[src/dlbcs_pkg.sv]
/*
 Shared constants and types of the display-list branch and call sequencer.
 Assumes one 20 MHz clock domain and a word-wide refresh memory port.
*/
package dlbcs_pkg;

   // Opcode field: first-word bits 15..6
   localparam logic [9:0]  OP_COND_ABS   = 10'h00a;
   localparam logic [9:0]  OP_COND_REL   = 10'h00b;
   localparam logic [9:0]  OP_JUMP_LINK  = 10'h010;
   localparam logic [9:0]  OP_ABS_CALL   = 10'h011;
   localparam logic [9:0]  OP_REL_CALL   = 10'h012;
   localparam logic [9:0]  OP_SUB_EXIT   = 10'h013;
   localparam int          OP_MSB        = 15;
   localparam int          OP_LSB        = 6;

   // Field positions
   localparam int          IND_BIT       = 15;
   localparam int          BANK_HI       = 15;
   localparam int          BANK_LO       = 14;

   // Address arithmetic
   localparam logic [15:0] WORD_STEP     = 16'h0002;
   localparam logic [15:0] BANK_STEP     = 16'h4000;
   localparam logic [15:0] EVEN_MASK     = 16'hfffe;
   localparam logic [15:0] DIRECT_MASK   = 16'h7ffe;

   // Reset values
   localparam logic [15:0] PC_RESET      = 16'h0000;
   localparam logic [15:0] SP_RESET      = 16'h0000;
   localparam logic [15:0] BANK_RESET    = 16'h0000;

   typedef enum logic [2:0] {
      K_NONE, K_CABS, K_CREL, K_JSL, K_CALL, K_RCALL, K_RET
   } dlbcs_kind_type;

   typedef struct packed {
      logic        req;
      logic        we;
      logic [17:0] addr;
      logic [15:0] wdata;
   } dlbcs_mem_req_type;

   typedef struct packed {
      logic        pc_we;
      logic        sp_we;
      logic        bank_we;
      logic [15:0] value;
   } dlbcs_arch_load_type;

endpackage

[src/dlbcs_decode.sv]
/*
 Opcode classifier for the sequence-control instructions.
 Assumes the first instruction word is presented as a stable level.
*/
`timescale 1ns/100ps
module dlbcs_decode
   import dlbcs_pkg::*;
(
   // Instruction word
   input  wire logic [15:0]    op_word_i,
   // Class
   output dlbcs_kind_type      kind_o
);

   always_comb begin
      case (op_word_i[OP_MSB:OP_LSB])
         OP_COND_ABS:  kind_o = K_CABS;
         OP_COND_REL:  kind_o = K_CREL;
         OP_JUMP_LINK: kind_o = K_JSL;
         OP_ABS_CALL:  kind_o = K_CALL;
         OP_REL_CALL:  kind_o = K_RCALL;
         OP_SUB_EXIT:  kind_o = K_RET;
         default:      kind_o = K_NONE;
      endcase
   end

endmodule

[src/dlbcs_rel_adder.sv]
/*
 Relative target adder with bank carry for extended addressing.
 Assumes a two's complement increment and a bank count in bank bits 15..14.
*/
`timescale 1ns/100ps
module dlbcs_rel_adder
   import dlbcs_pkg::*;
(
   // Operands
   input  wire logic [15:0] base_i,
   input  wire logic [15:0] inc_i,
   input  wire logic [15:0] bank_i,
   input  wire logic        ext_i,
   // Results
   output logic [15:0]      sum_o,
   output logic [15:0]      bank_o
);

   logic [16:0] wide;

   always_comb begin
      wide  = {1'b0, base_i} + {1'b0, inc_i};
      sum_o = wide[15:0];
      bank_o = bank_i;
      if (ext_i && !inc_i[15] && wide[16]) begin
         bank_o = bank_i + BANK_STEP;
      end else if (ext_i && inc_i[15] && !wide[16]) begin
         bank_o = bank_i - BANK_STEP;
      end
   end

endmodule

[src/dlbcs_sequencer.sv]
/*
 Sequence-control unit: conditional jumps, calls, return and jump-and-mark.
 Assumes the first word is handed over with the program counter already past
 it, and a refresh memory port that answers each request with a one-cycle ack.
*/
`timescale 1ns/100ps
module dlbcs_sequencer
   import dlbcs_pkg::*;
(
   // Clock and reset
   input  wire logic                clock_i,
   input  wire logic                rst_n_i,
   // Instruction hand-over
   input  wire logic                start_i,
   input  wire logic [15:0]         op_word_i,
   output logic                     ready_o,
   output logic                     done_o,
   output logic                     taken_o,
   output logic                     bad_op_o,
   // Machine state
   input  wire logic                extended_mode_bit_i,
   input  wire logic [15:0]         general_reg_zero_i,
   input  wire dlbcs_arch_load_type arch_load_i,
   output logic [15:0]              program_counter_o,
   output logic [15:0]              stack_pointer_o,
   output logic [15:0]              bank_register_o,
   // Refresh memory port
   output logic                     mem_req_o,
   output logic                     mem_we_o,
   output logic [17:0]              mem_addr_o,
   output logic [15:0]              mem_wdata_o,
   input  wire logic                mem_ack_i,
   input  wire logic [15:0]         mem_rdata_i
);

   typedef enum logic [3:0] {
      S_IDLE, S_FETCH, S_INDIR, S_PUSH_A, S_PUSH_B, S_POP_A, S_POP_B, S_APPLY, S_MARK
   } dlbcs_state_type;

   dlbcs_state_type   state_reg,  state_next;
   dlbcs_kind_type    kind_reg,   kind_next;
   dlbcs_kind_type    dec_kind;
   dlbcs_mem_req_type mreq_reg,   mreq_next;
   logic [15:0]       pc_reg,     pc_next;
   logic [15:0]       sp_reg,     sp_next;
   logic [15:0]       bank_reg,   bank_next;
   logic [15:0]       op1_reg,    op1_next;
   logic [15:0]       op2_reg,    op2_next;
   logic [15:0]       tgt_reg,    tgt_next;
   logic [1:0]        stk_reg,    stk_next;
   logic              ext_reg,    ext_next;
   logic              done_reg,   done_next;
   logic              taken_reg,  taken_next;
   logic              bad_reg,    bad_next;
   logic [15:0]       pc_adv;
   logic [15:0]       rel_sum;
   logic [15:0]       rel_bank;
   logic              reg0_set;

   function automatic dlbcs_mem_req_type mem_rd(input logic [1:0] bank,
                                                input logic [15:0] addr);
      dlbcs_mem_req_type r;
      r.req   = 1'b1;
      r.we    = 1'b0;
      r.addr  = {bank, addr & EVEN_MASK};
      r.wdata = 16'h0000;
      return r;
   endfunction

   function automatic dlbcs_mem_req_type mem_wr(input logic [1:0] bank,
                                                input logic [15:0] addr,
                                                input logic [15:0] data);
      dlbcs_mem_req_type r;
      r.req   = 1'b1;
      r.we    = 1'b1;
      r.addr  = {bank, addr & EVEN_MASK};
      r.wdata = data;
      return r;
   endfunction

   dlbcs_decode u_decode (
      .op_word_i (op_word_i),
      .kind_o    (dec_kind)
   );

   dlbcs_rel_adder u_adder (
      .base_i (pc_reg),
      .inc_i  (op2_reg),
      .bank_i (bank_reg),
      .ext_i  (ext_reg),
      .sum_o  (rel_sum),
      .bank_o (rel_bank)
   );

   assign pc_adv   = pc_reg + WORD_STEP;
   assign reg0_set = (general_reg_zero_i != 16'h0000);

   always_comb begin
      state_next = state_reg;
      kind_next  = kind_reg;
      mreq_next  = mreq_reg;
      pc_next    = pc_reg;
      sp_next    = sp_reg;
      bank_next  = bank_reg;
      op1_next   = op1_reg;
      op2_next   = op2_reg;
      tgt_next   = tgt_reg;
      stk_next   = stk_reg;
      ext_next   = ext_reg;
      done_next  = 1'b0;
      taken_next = 1'b0;
      bad_next   = 1'b0;
      case (state_reg)
         S_IDLE: begin
            if (arch_load_i.pc_we) begin
               pc_next = arch_load_i.value;
            end
            if (arch_load_i.sp_we) begin
               sp_next = arch_load_i.value;
            end
            if (arch_load_i.bank_we) begin
               bank_next = arch_load_i.value;
            end
            if (start_i) begin
               op1_next  = op_word_i;
               kind_next = dec_kind;
               stk_next  = bank_reg[BANK_HI:BANK_LO];
               ext_next  = extended_mode_bit_i;
               case (dec_kind)
                  K_NONE: begin
                     done_next = 1'b1;
                     bad_next  = 1'b1;
                  end
                  K_RET: begin
                     state_next = S_POP_A;
                     mreq_next  = mem_rd(bank_reg[BANK_HI:BANK_LO], sp_reg);
                  end
                  default: begin
                     state_next = S_FETCH;
                     mreq_next  = mem_rd(bank_reg[BANK_HI:BANK_LO], pc_reg);
                  end
               endcase
            end
         end
         S_FETCH: begin
            if (mem_ack_i) begin
               op2_next  = mem_rdata_i;
               pc_next   = pc_adv;
               mreq_next = '0;
               if (ext_reg) begin
                  tgt_next = mem_rdata_i;
               end else begin
                  tgt_next = mem_rdata_i & DIRECT_MASK;
               end
               case (kind_reg)
                  K_CABS, K_JSL: begin
                     if (kind_reg == K_CABS && !reg0_set) begin
                        state_next = S_IDLE;
                        done_next  = 1'b1;
                     end else if (!ext_reg && mem_rdata_i[IND_BIT]) begin
                        state_next = S_INDIR;
                        mreq_next  = mem_rd(bank_reg[BANK_HI:BANK_LO],
                                            mem_rdata_i & DIRECT_MASK);
                     end else begin
                        state_next = (kind_reg == K_JSL) ? S_MARK : S_APPLY;
                     end
                  end
                  K_CREL: begin
                     if (reg0_set) begin
                        state_next = S_APPLY;
                     end else begin
                        state_next = S_IDLE;
                        done_next  = 1'b1;
                     end
                  end
                  K_CALL: begin
                     tgt_next   = mem_rdata_i & EVEN_MASK;
                     state_next = S_PUSH_A;
                     sp_next    = sp_reg - WORD_STEP;
                     mreq_next  = mem_wr(stk_reg, sp_reg - WORD_STEP, pc_adv);
                  end
                  K_RCALL: begin
                     state_next = S_PUSH_A;
                     sp_next    = sp_reg - WORD_STEP;
                     mreq_next  = mem_wr(stk_reg, sp_reg - WORD_STEP,
                                         ext_reg ? bank_reg : pc_adv);
                  end
                  default: begin
                     state_next = S_IDLE;
                     done_next  = 1'b1;
                  end
               endcase
            end
         end
         S_INDIR: begin
            if (mem_ack_i) begin
               if (mem_rdata_i[IND_BIT]) begin
                  mreq_next = mem_rd(bank_reg[BANK_HI:BANK_LO],
                                     mem_rdata_i & DIRECT_MASK);
               end else begin
                  mreq_next  = '0;
                  tgt_next   = mem_rdata_i & DIRECT_MASK;
                  state_next = (kind_reg == K_JSL) ? S_MARK : S_APPLY;
               end
            end
         end
         S_PUSH_A: begin
            if (mem_ack_i) begin
               mreq_next = '0;
               if (ext_reg) begin
                  state_next = S_PUSH_B;
                  sp_next    = sp_reg - WORD_STEP;
                  mreq_next  = mem_wr(stk_reg, sp_reg - WORD_STEP,
                                      (kind_reg == K_CALL) ? bank_reg : pc_reg);
               end else begin
                  state_next = S_APPLY;
               end
            end
         end
         S_PUSH_B: begin
            if (mem_ack_i) begin
               mreq_next  = '0;
               state_next = S_APPLY;
            end
         end
         S_POP_A: begin
            if (mem_ack_i) begin
               sp_next = sp_reg + WORD_STEP;
               if (ext_reg) begin
                  bank_next  = mem_rdata_i;
                  state_next = S_POP_B;
                  mreq_next  = mem_rd(stk_reg, sp_reg + WORD_STEP);
               end else begin
                  pc_next    = mem_rdata_i;
                  mreq_next  = '0;
                  state_next = S_IDLE;
                  done_next  = 1'b1;
                  taken_next = 1'b1;
               end
            end
         end
         S_POP_B: begin
            if (mem_ack_i) begin
               pc_next    = mem_rdata_i;
               sp_next    = sp_reg + WORD_STEP;
               mreq_next  = '0;
               state_next = S_IDLE;
               done_next  = 1'b1;
               taken_next = 1'b1;
            end
         end
         S_APPLY: begin
            state_next = S_IDLE;
            done_next  = 1'b1;
            taken_next = 1'b1;
            case (kind_reg)
               K_CREL, K_RCALL: begin
                  pc_next   = rel_sum & EVEN_MASK;
                  bank_next = rel_bank;
               end
               K_CABS, K_CALL: begin
                  pc_next = tgt_reg;
                  if (ext_reg) begin
                     bank_next[BANK_HI:BANK_LO] = op1_reg[1:0];
                  end
               end
               default: begin
                  pc_next = pc_reg;
               end
            endcase
         end
         S_MARK: begin
            if (!mreq_reg.req) begin
               mreq_next = mem_wr(bank_reg[BANK_HI:BANK_LO], tgt_reg, pc_reg);
            end else if (mem_ack_i) begin
               mreq_next  = '0;
               pc_next    = tgt_reg + WORD_STEP;
               state_next = S_IDLE;
               done_next  = 1'b1;
               taken_next = 1'b1;
            end
         end
         default: begin
            state_next = S_IDLE;
            mreq_next  = '0;
         end
      endcase
   end

   // Sequencing state
   always_ff @(posedge clock_i or negedge rst_n_i) begin
      if (!rst_n_i) begin
         state_reg <= S_IDLE;
         kind_reg  <= K_NONE;
         op1_reg   <= 16'h0000;
         op2_reg   <= 16'h0000;
         tgt_reg   <= 16'h0000;
         stk_reg   <= 2'h0;
         ext_reg   <= 1'b0;
      end else begin
         state_reg <= state_next;
         kind_reg  <= kind_next;
         op1_reg   <= op1_next;
         op2_reg   <= op2_next;
         tgt_reg   <= tgt_next;
         stk_reg   <= stk_next;
         ext_reg   <= ext_next;
      end
   end

   // Architectural registers
   always_ff @(posedge clock_i or negedge rst_n_i) begin
      if (!rst_n_i) begin
         pc_reg   <= PC_RESET;
         sp_reg   <= SP_RESET;
         bank_reg <= BANK_RESET;
      end else begin
         pc_reg   <= pc_next;
         sp_reg   <= sp_next;
         bank_reg <= bank_next;
      end
   end

   // Memory port and status pulses
   always_ff @(posedge clock_i or negedge rst_n_i) begin
      if (!rst_n_i) begin
         mreq_reg  <= '0;
         done_reg  <= 1'b0;
         taken_reg <= 1'b0;
         bad_reg   <= 1'b0;
      end else begin
         mreq_reg  <= mreq_next;
         done_reg  <= done_next;
         taken_reg <= taken_next;
         bad_reg   <= bad_next;
      end
   end

   assign ready_o           = (state_reg == S_IDLE);
   assign done_o            = done_reg;
   assign taken_o           = taken_reg;
   assign bad_op_o          = bad_reg;
   assign program_counter_o = pc_reg;
   assign stack_pointer_o   = sp_reg;
   assign bank_register_o   = bank_reg;
   assign mem_req_o         = mreq_reg.req;
   assign mem_we_o          = mreq_reg.we;
   assign mem_addr_o        = mreq_reg.addr;
   assign mem_wdata_o       = mreq_reg.wdata;

endmodule

[config.mk]
export PLATFORM = sky130hd
export DESIGN_NAME = dlbcs_sequencer
export DESIGN_NICKNAME = d
export VERILOG_FILES = /design/src/dlbcs_pkg.sv /design/src/dlbcs_decode.sv /design/src/dlbcs_rel_adder.sv /design/src/dlbcs_sequencer.sv
export SDC_FILE = /design/constraint.sdc
export NUM_CORES = 1
export LEC_CHECK = 0
export BUFFER_PORTS_ARGS = -buffer_cell sky130_fd_sc_hd__buf_2
export CELL_PAD_IN_SITES_DETAIL_PLACEMENT = 0
export CELL_PAD_IN_SITES_GLOBAL_PLACEMENT = 2
export CORE_MARGIN = 4
export CORE_UTILIZATION = 30
export DETAILED_ROUTE_END_ITERATION = 16
export PLACE_DENSITY_LB_ADDON = 0.08
export SYNTH_ARGS = -nofsm -noshare
export SYNTH_HDL_FRONTEND = slang
export SYNTH_SLANG_ARGS = --single-unit
[constraint.sdc]
create_clock -name clock_i -period 5.5 [get_ports clock_i]
set_clock_uncertainty 0.1 [all_clocks]
set_input_delay 0.275 -clock clock_i [delete_from_list [all_inputs] [get_ports clock_i]]
set_output_delay 0.275 -clock clock_i [all_outputs]
set_load 0.1 [all_outputs]
# == After elaboration in Yosys (flattened, before gate mapping) ==
# Cells that the tools add are included.
# op_classes
muxes,81
mul,0
shift,0
addsub,7
order_cmp,0
n_bitwise,1
div,0
eq_ne,46
n_reduce_logical,33
# op_table
op,count
$mux 36,13
$mux 16,25
$pmux 36 s8,1
$pmux 36 s3,1
$pmux 16 s6,1
$pmux 36 s2,1
$pmux 16 s2,2
$pmux 16 s4,1
$add 16x2->16 const B,3
$mux 4,12
$pmux 16 s3,1
$eq 10x5->1 const B,4
$ne 2x2->1 const B,16
$pmux 4 s8,1
$reduce_and 9->1,3
$eq 10x4->1 const B,2
$pmux 3 s6,1
$add 16x16->17,1
$add 16x15->16 const B,1
$eq 4x3->1 const B,4
$reduce_bool 16->1,1
$sub 16x15->16 const B,1
$sub 16x2->16 const B,1
$mux 14,1
other kinds (34),70
# totals
reg_bits,131
mem_bits_rw,0
memories,0
out_inout_bits,88
mem_bits_ro,0
wordCells,186
inputBits,72
latch_bits,0

# == Logic depth before layout (Yosys ltp) ==
# depth
word_depth,7
depth_mapped,11
mapped_depth_nobuf,9

# == By module ==
# From an unflattened synthesis, not the netlist that was laid out.
# unflattened
cells_unflattened,1190
hier_area_um2,10367.4
# by_module_without_submodules
module,area_per_inst_um2,n_inst,seq_area_each_um2,cells_per_inst
dlbcs_sequencer,9281.4,1,3253.1,1051
dlbcs_rel_adder,987.2,1,0.0,126
dlbcs_decode,98.8,1,0.0,13

# == Least setup slack after synthesis ==
# Ideal clock, no wire load.
# synth_timing
path_type,register to register
start,"register pc_reg[1], in the netlist program_counter_o[1]"
end,"register bank_reg[14], in the netlist bank_register_o[14]"
stages_incl_launch_ff,10
arrival_time_ns,3.089
required_time_ns,5.274
setup_ns,0.126
setup_slack_ns,2.185
path_buffers,0
cell_sequence,dfrtp_1 inv_1 fa_1 nand2b_1 a211o_1 a21oi_1 a21oi_1 xnor2_1 a21oi_1 mux2_2
# synth_between
elab_chain_cells,5
# synth_rtl
item,line,source
start: declaration,dlbcs_sequencer.sv:44,"logic [15:0] pc_reg, pc_next;"
start signal: assignment,dlbcs_sequencer.sv:318,pc_reg <= pc_next;
$add 16x16->17 (*),dlbcs_rel_adder.sv:22,"wide = {1'b0, base_i} + {1'b0, inc_i};"
$logic_and 1x1->1 / $logic_not 1->1 (equally long branches),"dlbcs_rel_adder.sv:25, dlbcs_rel_adder.sv:27",
$mux 16 / $logic_and 1x1->1 (equally long branches),"dlbcs_rel_adder.sv:25, dlbcs_rel_adder.sv:27",
$pmux 2 s2 / $ne 4x2->1 (equally long branches),n/a,
$pmux 16 s3 / $reduce_and 7->1 (equally long branches),n/a,
end signal: assignment,dlbcs_sequencer.sv:320,bank_reg <= bank_next;
end: declaration,dlbcs_sequencer.sv:46,"logic [15:0] bank_reg, bank_next;"
# Mark *: on every way between the ends. The rest lies on a longest branch, timed or not.
# A chain may end at the register's enable or synchronous reset.

# == Worst setup path in the final report ==
# layout_timing
start,register state_reg[2]
end,"register pc_reg[11], in the netlist program_counter_o[11]"
# layout_between
elab_chain_cells,3
# layout_rtl
item,line,source
start: declaration,dlbcs_sequencer.sv:40,"dlbcs_state_type state_reg, state_next;"
start signal: assignment,dlbcs_sequencer.sv:301,state_reg <= state_next;
"$eq 4x3->1, or another cell as far along",dlbcs_sequencer.sv:113,case (state_reg)
"$ne 3x3->1 (no source line), or another cell as far along",n/a,
$reduce_and 9->1 (no source line),n/a,
# Parallel ways exist; a longest one is shown, timed or not.

==> run_results.csv <==
group,metric,value,unit
critical_path,crit_chain,"buf_4, or4b_1, o21ai_1, nand2b_1, a2111oi_0, a221oi_1",
floorplanning,dieArea,0.0336,sq mm
critical_path,cpLargestDelayFamily,"compound AO/OA/AOI/OAI gates",
clock_tree,cts_hold_buf,4,
floorplanning,start_util,30.7,%
timing,slew_viol_final,0,
floorplanning,die-height,183,um
global_routing,grt_util_all_layers,24.8,%
cells_and_area,layout.nets,1353,
timing,slew_headroom,17.2,%
timing,setup_violations,0,
clock_tree,post_cts_resize_count,0,
critical_path,crit_buf_inv,1,
critical_path,worstSetupStartpointType,"flip-flop",
timing,fin_crit,3.58,ns
critical_path,cp-end-kind,"flip-flop",
timing,final-hold-violation-count,0,
logic_synthesis,synth_cells,1143,
cells_and_area,finalInstanceArea,0.0111,sq mm
status,status,"completed",
drt,dr_total_vias,9638,
floorplanning,die_x,183,um
logic_synthesis,synthTopCellsByCount,"131 x nand2_1, 130 x dfrtp_1, 113 x nor2_1",
timing,tns,0,ns
placement,place_congestion,0.869,
drt,drtAntennaViolNets,0,
cells_and_area,register_area,0.00325,sq mm
critical_path,cp_slowest_stage_delay,1.01,ns
hold_path,min_path_type,"primary input to flip-flop",
cells_and_area,largest_register_ffs,17,
logic_synthesis,syn_avg_cell_area,8.08,sq um
drt,wl_per_cell,25.5,um
placement,placed_area,0.0104,sq mm
logic_synthesis,synthFlopType,"dfrtp_1",
logic_synthesis,seq_area_frac_synth,35.2,%
timing,max_slew.worst_pin.slew,1.21,ns
cells_and_area,drive_above_1_share,20.1,%
timing,fmax,280,MHz
cells_and_area,area_growth_syn_to_layout,19.7,%
global_routing,gr-total-overflow,0,
drt,drc,0,
cells_and_area,num_antenna_cells,0,
placement,place_hpwl,31400,um
job,cap_violations,0,
logic_synthesis,netlist.area_leader.share,35.2,%
critical_path,crit_fanout,26,
logic_synthesis,synth_area,0.00923,sq mm
logic_synthesis,synth_edf_count,0,
floorplanning,coreArea,0.0300,sq mm
drt,drt_wl_total,42400,um
logic_synthesis,synth_warnings,0,
floorplanning,ioPinCount,160,
logic_synthesis,ys_seq_elements,130,
critical_path,crit_required,5.69,ns
drt,viasPerCell,5.80,
clock_tree,clockBufferDepth,2,
timing,rsz0062_at_grt,"false",
critical_path,slowest_stage,"or4b_1",
logic_synthesis,async_flop_share,100,%
clock_tree,clk_latency,0.43,ns
logic_synthesis,synthDistinctLibCells,70,
global_routing,antenna_found_initial,0,
global_routing,grt_pass1_vias,9527,
logic_synthesis,synth_top_cell_by_area,"dfrtp_1",
critical_path,worst-setup-path-type,"flip-flop to flip-flop",
clock_tree,ctsHtreeMaxLevel,4,
logic_synthesis,synth.area.top_cells,"dfrtp_1 35%, a21oi_1 5.5%, nand2_1 5.3%",
clock_tree,cts_tree,"built",
drt,first_pass_iters,8,
cells_and_area,fin_cells,1662,
logic_synthesis,yosysMostFrequentCell,"nand2_1",
global_routing,grt_max_degree,91,
clock_tree,numClockSinks,130,
placement,numPlacedInstances,1628,
drt,drtIter0Drc,784,
clock_tree,cts_inserted_buffers,17,
cells_and_area,multi_input_area,0.00561,sq mm
timing,period_share,65.0,%
clock_tree,clk_pin_slew,0.07,ns
global_routing,grt_pass1_wl,62800,um
clock_tree,cts-root-buf,"clkbuf_16",
cells_and_area,fillers,3198,
clock_tree,cts_setup_buffers,0,
logic_synthesis,synth_nets,1235,
critical_path,cp.arrival,3.76,ns
floorplanning,rows,63,
placement,numPortBuffers,154,
[metrics by stage]
step	hold WS [ns]	utilization (%)	setup slack, ns
6_report	0.0399	36.8	1.92
5_1_grt	0.0403	36.8	1.72
4_1_cts	0.0313	36.8	1.94
3_5_place_dp	0.363	34.7	1.96
3_3_place_gp	0.357	34.7	1.97
2_1_floorplan	-0.121	-	2.19
[placed cells by master, fill, tap and decap left out, drive strengths merged, types with 9 or more instances in the layout]
master and count:
a211oi 11, a21o 10, a21oi 101, a221oi 28
a22o 10, a31oi 11, and2 11, and3 15
buf 181, clkbuf 17, dfrtp 130, ha 19
inv 27, mux2 36, mux2i 10, nand2 131
nand2b 10, nand3 31, nand4 13, nor2 113
nor2b 9, nor3 24, nor4 10, o21ai 108
o22ai 33, o31ai 10, xnor2 21, xor2 28
[metal layers]
| layer | up-vias | global-route usage [%] | wire length (um) |
|---|---|---|---|
| li1 | 4476 | - | - |
| met1 | 4734 | 34.7 | 19400 |
| met2 | 370 | 40.4 | 19500 |
| met3 | 58 | 3.03 | 2420 |
| met4 | 0 | 7.27 | 1120 |
| met5 | - | 0 | 0 |
[worst register-to-register path, stage by stage, from the launching register on]
cell	delay, ns
dfrtp_1	0.36
buf_4	0.22
or4b_1	1.01
o21ai_1	0.83
nand2b_1	0.31
a2111oi_0	0.46
a221oi_1	0.13
[cells by family (layout without fill, tap and decap cells)]
logic type                 Yosys count  after routing  share of synthesized area (%)
and+or+nand+nor                    386            386                           19.1
xor gates and xnor gates            49             49                           4.65
muxes                               46             46                           5.60
other                                1              1                         0.0406
adders and majority gates           22             22                           3.01
buffers and inverters              111            240                           4.69
AOI/OAI and AO/OA                  398            398                           27.6
DFF                                130            130                           35.2
[worst paths after layout]
path / slack, ns / endpoint / start / cells past startpoint
setup / recovery: 1.92 / program_counter_o[11]$_DFFE_PN0P_ / state_reg[2]$_DFFE_PN0P_ / 6
hold / removal: 0.04 / tgt_reg[0]$_DFFE_PN0P_ / mem_rdata_i[0] / 3
setup reg to reg: 1.92 / program_counter_o[11]$_DFFE_PN0P_ / state_reg[2]$_DFFE_PN0P_ / 6
hold reg to reg: 0.37 / mem_wdata_o[7]$_DFFE_PN0P_ / mem_wdata_o[7]$_DFFE_PN0P_ / 1
max in group asynchronous: 3.68 / bank_register_o[1]$_DFFE_PN0P_ / rst_n_i / 3
min in group asynchronous: 0.39 / op2_reg[5]$_DFFE_PN0P_ / rst_n_i / 2
[layout make-up]
class / instances / area share, %
Timing Repair Buffer: 185 / 9.22
Multi-Input combinational cell: 902 / 50.8
Tap cell: 390 / 4.41
Clock buffer: 17 / 3.85
Inverter: 25 / 0.849
Clock inverter: 13 / 1.47
Sequential cell: 130 / 29.4
Power is not shown: default switching activity piles up to over one toggle a cycle in this logic, so the estimate is an artifact.
